**src/rtl/dsss_tx_regs.vh**
```
// Purpose: Shared constants of the spread-spectrum transmit serializer
// Assumes: Byte-wide register port, one register per address
// Notes: Definitions only
`ifndef DSSS_TX_REGS_VH
`define DSSS_TX_REGS_VH

////////////////////////////////////////////////////////////////////////
// Register addresses
`define ADDR_TX_IRQ_STATUS 8'h0E
`define ADDR_TX_DATA 8'h0F
`define ADDR_TX_VALID 8'h10
`define ADDR_CODE_FIRST 8'h11
`define ADDR_CODE_LAST 8'h18

////////////////////////////////////////////////////////////////////////
// Status field positions
`define STAT_EMPTY 0
`define STAT_DONE 1
`define STAT_OVERFLOW 2
`define STAT_UNDERFLOW 3

////////////////////////////////////////////////////////////////////////
// Reset values
`define TX_DATA_RESET 8'h00
`define TX_VALID_RESET 8'h00
`define CODE_RESET 64'h0000000000000000

////////////////////////////////////////////////////////////////////////
// Spreading modes
`define MODE_FULL64 2'h0
`define MODE_LOW32 2'h1
`define MODE_HIGH32 2'h2
`define MODE_BOTH32 2'h3

////////////////////////////////////////////////////////////////////////
// Timing and symbols
`define CHIP_CYCLES_DEF 16'h0014
`define PREAMBLE_BIT 1'b0
`define LAST_CHIP64 6'h3F
`define LAST_CHIP32 6'h1F

`endif

```
**src/rtl/dsss_transmit_serializer.v**
```verilog
// Purpose: Transmit serializer with direct-sequence spreading
// Assumes: Register port and mode inputs on the same clock as clk
// Notes: Read data are registered, one cycle after reg_rd
`include "dsss_tx_regs.vh"

// Overview of operation
// - Done flag sets when a byte finishes, after one bit sent; status read clears.
// - Empty flag shows whenever no byte is pending for the serializer.
// - Flags set and readable regardless of any interrupt enable.
// - Transmit status reads zero unless transmit enabled and receive disabled.
// - Writes to the status register are ignored.
// - Data byte goes out bit 0 first, ascending to bit 7.
// - Valid mask one sends data bit; zero below the highest one sends preamble that bit time.
// - Sending never stops in transmit mode; an empty shifter sends preamble bits.
// - Code used as 64 chips per bit, or as 32-chip halves: low, high, or both alternating.
// - Chips go out upward through the code: bits 0 to 63, or 0 to 31 / 32 to 63 in 32-chip modes.
// - Underflow sets when a bit is needed but none loaded, after one sent.
module dsss_transmit_serializer #(
  parameter [15:0] CHIP_CYCLES = `CHIP_CYCLES_DEF
) (
  // Clock, reset, enable
  input wire clk,
  input wire resetn,
  input wire ce,
  // Register port
  input wire [7:0] reg_addr,
  input wire [7:0] reg_wdata,
  input wire reg_wr,
  input wire reg_rd,
  output reg [7:0] reg_rdata,
  // Mode control
  input wire tx_enable,
  input wire rx_enable,
  input wire [1:0] code_mode,
  // Chip stream
  output reg chip_out,
  output reg chip_strobe,
  output reg tx_active
);

  ////////////////////////////////////////////////////////////////////////
  // State
  reg [7:0] data_r;
  reg [7:0] valid_r;
  reg pend_r;
  reg [7:0] sh_data_r;
  reg [7:0] sh_mask_r;
  reg byte_busy_r;
  reg sent_any_r;
  reg done_r;
  reg under_r;
  reg over_r;
  reg cur_bit_r;
  reg half_r;
  reg [5:0] chip_cnt_r;
  reg [15:0] div_r;
  reg [15:0] div_nxt;
  reg [7:0] rd_value;
  wire [63:0] code;

  wire tx_mode = tx_enable & ~rx_enable;
  wire wr_data = reg_wr && reg_addr == `ADDR_TX_DATA;
  wire wr_valid = reg_wr && reg_addr == `ADDR_TX_VALID;
  wire wr_code = reg_wr && reg_addr >= `ADDR_CODE_FIRST &&
                 reg_addr <= `ADDR_CODE_LAST;
  wire [7:0] code_off = reg_addr - `ADDR_CODE_FIRST;
  wire rd_status = reg_rd && reg_addr == `ADDR_TX_IRQ_STATUS;

  spreading_code_store u_code (
    .clk(clk),
    .resetn(resetn),
    .ce(ce),
    .wr_en(wr_code),
    .wr_idx(code_off[2:0]),
    .wr_data(reg_wdata),
    .code(code)
  );

  ////////////////////////////////////////////////////////////////////////
  // Chip timing
  wire tick = tx_active && div_r == CHIP_CYCLES - 16'h0001;
  wire full = code_mode == `MODE_FULL64;
  wire last_chip = chip_cnt_r == (full ? `LAST_CHIP64 : `LAST_CHIP32);
  wire bit_start = tx_mode & (~tx_active | (tick & last_chip));
  reg [5:0] chip_idx;

  always @* begin
    div_nxt = div_r + 16'h0001;
    if (!tx_mode || !tx_active || tick) begin
      div_nxt = 16'h0000;
    end
  end

  always @* begin
    case (code_mode)
      `MODE_FULL64: chip_idx = chip_cnt_r;
      `MODE_LOW32: chip_idx = {1'b0, chip_cnt_r[4:0]};
      `MODE_HIGH32: chip_idx = {1'b1, chip_cnt_r[4:0]};
      `MODE_BOTH32: chip_idx = {half_r, chip_cnt_r[4:0]};
      default: chip_idx = chip_cnt_r;
    endcase
  end

  ////////////////////////////////////////////////////////////////////////
  // Bit source selection at each bit boundary
  reg load;
  reg [7:0] src_data;
  reg [7:0] src_mask;

  always @* begin
    load = 1'b0;
    src_data = sh_data_r;
    src_mask = sh_mask_r;
    if (sh_mask_r == 8'h00 && pend_r) begin
      load = 1'b1;
      src_data = data_r;
      src_mask = valid_r;
    end
  end

  wire have_bit = src_mask != 8'h00;
  wire next_bit = src_mask[0] ? src_data[0] : `PREAMBLE_BIT;

  ////////////////////////////////////////////////////////////////////////
  // Host registers and serializer
  always @(posedge clk or negedge resetn) begin
    if (!resetn) begin
      data_r <= `TX_DATA_RESET;
      valid_r <= `TX_VALID_RESET;
      pend_r <= 1'b0;
      sh_data_r <= 8'h00;
      sh_mask_r <= 8'h00;
      byte_busy_r <= 1'b0;
      sent_any_r <= 1'b0;
      done_r <= 1'b0;
      under_r <= 1'b0;
      over_r <= 1'b0;
      cur_bit_r <= `PREAMBLE_BIT;
      half_r <= 1'b0;
      chip_cnt_r <= 6'h00;
      div_r <= 16'h0000;
      tx_active <= 1'b0;
      chip_out <= 1'b0;
      chip_strobe <= 1'b0;
      reg_rdata <= 8'h00;
    end else if (ce) begin
      // Status read clears first; a same-cycle event below wins
      if (rd_status) begin
        done_r <= 1'b0;
        under_r <= 1'b0;
        over_r <= 1'b0;
      end
      if (wr_valid) begin
        valid_r <= reg_wdata;
      end
      if (wr_data) begin
        data_r <= reg_wdata;
        if (pend_r && !(bit_start && load)) begin
          over_r <= 1'b1;
        end
      end
      div_r <= div_nxt;
      if (!tx_mode) begin
        // Leaving transmit mode drops the byte in flight
        tx_active <= 1'b0;
        chip_cnt_r <= 6'h00;
        sh_mask_r <= 8'h00;
        byte_busy_r <= 1'b0;
        sent_any_r <= 1'b0;
        half_r <= 1'b0;
      end else if (bit_start) begin
        tx_active <= 1'b1;
        chip_cnt_r <= 6'h00;
        half_r <= tx_active ? ~half_r : 1'b0;
        cur_bit_r <= have_bit ? next_bit : `PREAMBLE_BIT;
        sh_data_r <= {1'b0, src_data[7:1]};
        sh_mask_r <= {1'b0, src_mask[7:1]};
        if (sh_mask_r == 8'h00 && byte_busy_r) begin
          done_r <= 1'b1;
        end
        if (have_bit) begin
          sent_any_r <= 1'b1;
        end else if (sent_any_r) begin
          under_r <= 1'b1;
        end
        byte_busy_r <= have_bit;
      end else if (tick) begin
        chip_cnt_r <= chip_cnt_r + 6'h01;
      end
      // Pending byte is taken by the shifter; a new write re-arms it
      if (wr_data) begin
        pend_r <= 1'b1;
      end else if (tx_mode && bit_start && load) begin
        pend_r <= 1'b0;
      end
      // Bit 1 sends the code, bit 0 its inverse
      chip_strobe <= tx_active && tx_mode && div_r == 16'h0000;
      if (tx_active && tx_mode && div_r == 16'h0000) begin
        chip_out <= code[chip_idx] ^ ~cur_bit_r;
      end
      if (reg_rd) begin
        reg_rdata <= rd_value;
      end
    end
  end

  ////////////////////////////////////////////////////////////////////////
  // Read data; status writes simply fall through the decode
  wire [7:0] status_raw = {4'h0, under_r, over_r, done_r, ~pend_r};

  always @* begin
    rd_value = 8'h00;
    if (reg_addr == `ADDR_TX_IRQ_STATUS) begin
      rd_value = tx_mode ? status_raw : 8'h00;
    end else if (reg_addr == `ADDR_TX_DATA) begin
      rd_value = data_r;
    end else if (reg_addr == `ADDR_TX_VALID) begin
      rd_value = valid_r;
    end else if (wr_code || (reg_addr >= `ADDR_CODE_FIRST &&
                             reg_addr <= `ADDR_CODE_LAST)) begin
      rd_value = code[{code_off[2:0], 3'h0} +: 8];
    end
  end

endmodule // dsss_transmit_serializer

```
**src/rtl/spreading_code_store.v**
```verilog
// Purpose: Eight-byte spreading code storage
// Assumes: One byte written per cycle
// Notes: Whole code is presented from flip-flops
`include "dsss_tx_regs.vh"

module spreading_code_store (
  // Clock and reset
  input wire clk,
  input wire resetn,
  input wire ce,
  // Byte write
  input wire wr_en,
  input wire [2:0] wr_idx,
  input wire [7:0] wr_data,
  // Whole code
  output wire [63:0] code
);

  reg [63:0] code_r;
  localparam [63:0] CODE_INIT = `CODE_RESET;

  ////////////////////////////////////////////////////////////////////////
  genvar i;
  generate
    for (i = 0; i < 8; i = i + 1) begin : g_byte
      always @(posedge clk or negedge resetn) begin
        if (!resetn) begin
          code_r[8*i+7:8*i] <= CODE_INIT[8*i+7:8*i];
        end else if (ce && wr_en && wr_idx == i) begin
          code_r[8*i+7:8*i] <= wr_data;
        end
      end
    end
  endgenerate

  assign code = code_r;

endmodule // spreading_code_store

```
**config.mk**
```make
export PLATFORM = sky130hd
export DESIGN_NAME = dsss_transmit_serializer
export DESIGN_NICKNAME = d
export VERILOG_FILES = /design/src/rtl/dsss_transmit_serializer.v /design/src/rtl/spreading_code_store.v
export VERILOG_INCLUDE_DIRS = /design/src /design/src/rtl
export SDC_FILE = /design/constraint.sdc
export NUM_CORES = 1
export LEC_CHECK = 0
export ABC_AREA = 1
export BUFFER_PORTS_ARGS = -buffer_cell sky130_fd_sc_hd__buf_2
export CAP_MARGIN = 20
export CELL_PAD_IN_SITES_DETAIL_PLACEMENT = 1
export CELL_PAD_IN_SITES_GLOBAL_PLACEMENT = 2
export CORE_MARGIN = 2
export CORE_UTILIZATION = 33
export DETAILED_ROUTE_END_ITERATION = 10
export PLACE_DENSITY = 0.87
export SKIP_LAST_GASP = 1
export SLEW_MARGIN = 20
export SYNTH_ARGS = -nofsm -noshare
export SYNTH_HDL_FRONTEND = slang
export SYNTH_SLANG_ARGS = --single-unit
export TNS_END_PERCENT = 100
```
**constraint.sdc**
```tcl
create_clock -name clk -period 1.4 [get_ports clk]
set_input_delay 0.21 -clock clk [delete_from_list [all_inputs] [get_ports clk]]
set_output_delay 0.21 -clock clk [all_outputs]
set_load 0.02 [all_outputs]
```
==> metrics <==
number of global-route vias before repair 7704; DRT iter0 DRCs 444; CP peak stage delay 0.39 ns; crit path kind register to register; syn nets 981; Critical-path top delay cell dfrtp_1; DRT Pass-1 Iters 5; top-area cell type share of the netlist area 47.7%; Post-synth top cells 308 x nand2_1, 135 x dfrtp_1, 118 x o21ai_0; Startpoint Class register; combinational power share 17.9%; Fin. Hold Viols 0; Fin Hold WS 0.233 ns; Ant. Diodes 0; # fillers 2490; failing checks negative setup slack; Seq cells post-synth 135; Yosys warnings 0; clock share of power 44.1%; Congestion Overflow GR 0; fin cells 1396; # H-tree levels 4; CP Capture Type register; Final period util 135%; final setup fails 47; worst r2r path cells 12; worst path arrival time 2.24 ns; register area share after synthesis 47.7%; total power 11.2 mW; Top FF cell, synth dfrtp_1; ys async rst share 100%; maxcap violations 0; Placed Cells 1331; Worst R2R End sh_data_r[3]; Root Buffer clkbuf_16; Post-route DRC 0; EDFF count, synth 0; Slew Limit Fails 0; height of the die 150 um; Boundary Pins 36; Num CTS Buffers 17; Slew HR 65.9%; CP required 1.75 ns; clock sink count 135; Unique masters post-synth 32; Mapped Cells 946; PortBufs 35; crit path max fanout 17; sw frac 29.9%; Starting Density 33.7%; first-pass GRT wire length 42.1 mm; layout cells sized above 1 29.6%; wire per inst 20.0 um; final wirelength 28.0 mm; reg-to-reg startpoint chip_cnt_r[0]; most used cell along the critical path nand2_2; fmax 0.528 GHz; post-layout min period 1.90 ns; PwrDens 1110 nW/um^2; NetSw 3.35 mW; FP Rows 53; Longest Clk Path Bufs 2; clk_lat worst skew 0.43 ns; DP HPWL 17.5 mm; dominant cells by area after synthesis dfrtp_1 48%, nand2_1 16%, o21ai_0 8.3%; RSZ-0062 raised after global routing yes; Core Util, Final 48.0%; worst min path class input pin to register; flop2flop setup slack -0.50 ns; Leakage 4.70 nW; Flop pwr share 38.0%; core area 21000 sq um; Worst Tran Pin Value 0.512 ns; area leader, netlist dfrtp_1; initial antenna violation count 0; layout net count 1143; Critical Path Sink sh_data_r[3]; area grow syn2layout 42.7%; worst setup path start chip_cnt_r[0]; total die area 22600 sq um; Max IR drop VDD 0.842 mV; Final ANT Viol Nets 0; Worst-path clk slew 0.07 ns; GRT Total Usage 24.4%; status complete, but fails checks; largest net degree at the start of global routing 36; CTS tree yes; via count 7454; Pint 7.85 mW; Final TNS setup -15.46 ns; synthesized area per cell 7.48 sq um; worst path cell trace ha_2 -> nand2_2 -> nor2_1 -> nand2_1 -> nor2_2 -> nand3_2 -> nand2_2 -> nand2_2 -> nor2_4 -> buf_12 -> nor2_1 -> a31oi_1; Post-Route Skew 0.0123 ns; Die W 150 um; Final GP Congestion 0.833; drt via density 5.34; fin worst setup slack -0.495 ns; mapped cell area 7080 sq um; count leader, synth nand2_1
## cell usage in the layout (no fill, tap or decap), types with 8 or more instances in the layout
master     count
buf_12        13
buf_2         32
dfrtp_1      134
nand2_1      280
nand3_1       89
o22ai_1       10
o21ai_1       38
a31oi_1        9
buf_4        110
o21ai_2       11
nor2_4         8
nand2_2       21
clkbuf_16     18
inv_1         50
o21ai_0       68
buf_6         15
nor2_1        64
nand3_2       16
a21oi_1       19
nand3_4       16
## area by class of cell
cell class | instances | area, sq um | area share [%]
Clock inverter | 13 | 194 | 1.92
Clock buffer | 19 | 443 | 4.39
Sequential cell | 135 | 3380 | 33.5
Tap cell | 275 | 344 | 3.41
Inverter | 66 | 293 | 2.90
Timing Repair Buffer | 176 | 1510 | 15.0
Multi-Input combinational cell | 712 | 3940 | 39.0
## routing by layer
metal	GRT usage [%]	part of all wire (%)	vias to the layer above
met5	0	0	-
met2	41.0	49	180
met1	31.7	43	3768
met3	4.79	4.6	50
li1	-	-	3456
met4	7.83	2.7	0
## power by group through the flow
stage	Clock (mW)	Combinational, mW	Sequential (mW)
2_1_floorplan	0	1.11	4.31
3_3_place_gp	0	1.72	4.31
3_5_place_dp	0	1.76	4.32
4_1_cts	4.99	1.86	4.25
5_1_grt	5.14	2.16	4.28
6_report	4.94	2.00	4.26
## per-stage QoR
stage               area (sq um)  setup slack (ns)
global placement            8600            -0.445
detailed placement          8600            -0.485
finish                     10100            -0.495
global route               10100            -0.604
CTS                         9640            -0.438
floorplan                   7450            -0.515
## cell families (layout without fill, tap and decap cells)
| group | Yosys count | in the layout | synth area share, % |
|---|---|---|---|
| compound gates | 168 | 168 | 12.6 |
| xor+xnor | 5 | 5 | 0.619 |
| simple gates | 521 | 529 | 30.4 |
| buf+inv | 107 | 274 | 6.89 |
| fa+ha+maj | 10 | 10 | 1.77 |
| flops | 135 | 135 | 47.7 |
## state kept, by name, summed over array words and instances (netlist names)
signal,cells
valid_r,8
half_r,1
pend_r,1
sh_mask_r,7
chip_out,1
chip_cnt_r,6
done_r,1
under_r,1
chip_strobe,1
cur_bit_r,1
div_r,16
data_r,8
over_r,1
sh_data_r,7
sent_any_r,1
tx_active,1
byte_busy_r,1
u_code.code,64
reg_rdata,8
## timing repair
action                                  CTS  global route
gates resized for setup                  67           105
endpoints found under the hold margin    30             0
buffers inserted                         14            18
pin swaps                                10            38
hold buffers                              1             0
endpoints found under the setup margin   66           115
cloned                                    6             5
## critical path, delay by kind of cell, from the launching register on
kind	cells	cell delay (ns)
AOI/OAI and AO/OA	1	0.15
buffers and inverters	1	0.18
adders and majority gates	1	0.21
and+or+nand+nor	9	0.88
DFF	1	0.39
## worst min path at each step
stage	from	endpoint	slack, ns	cells past startpoint
finish	rx_enable	done_r	0.23	5
global route	rx_enable	done_r	0.25	5
CTS	rx_enable	done_r	0.22	5
detailed placement	resetn	u_code.code[20]	0.15	1
global placement	resetn	u_code.code[12]	0.15	1
floorplan	resetn	byte_busy_r	-0.09	0
Power figures use the tool's default switching activity.
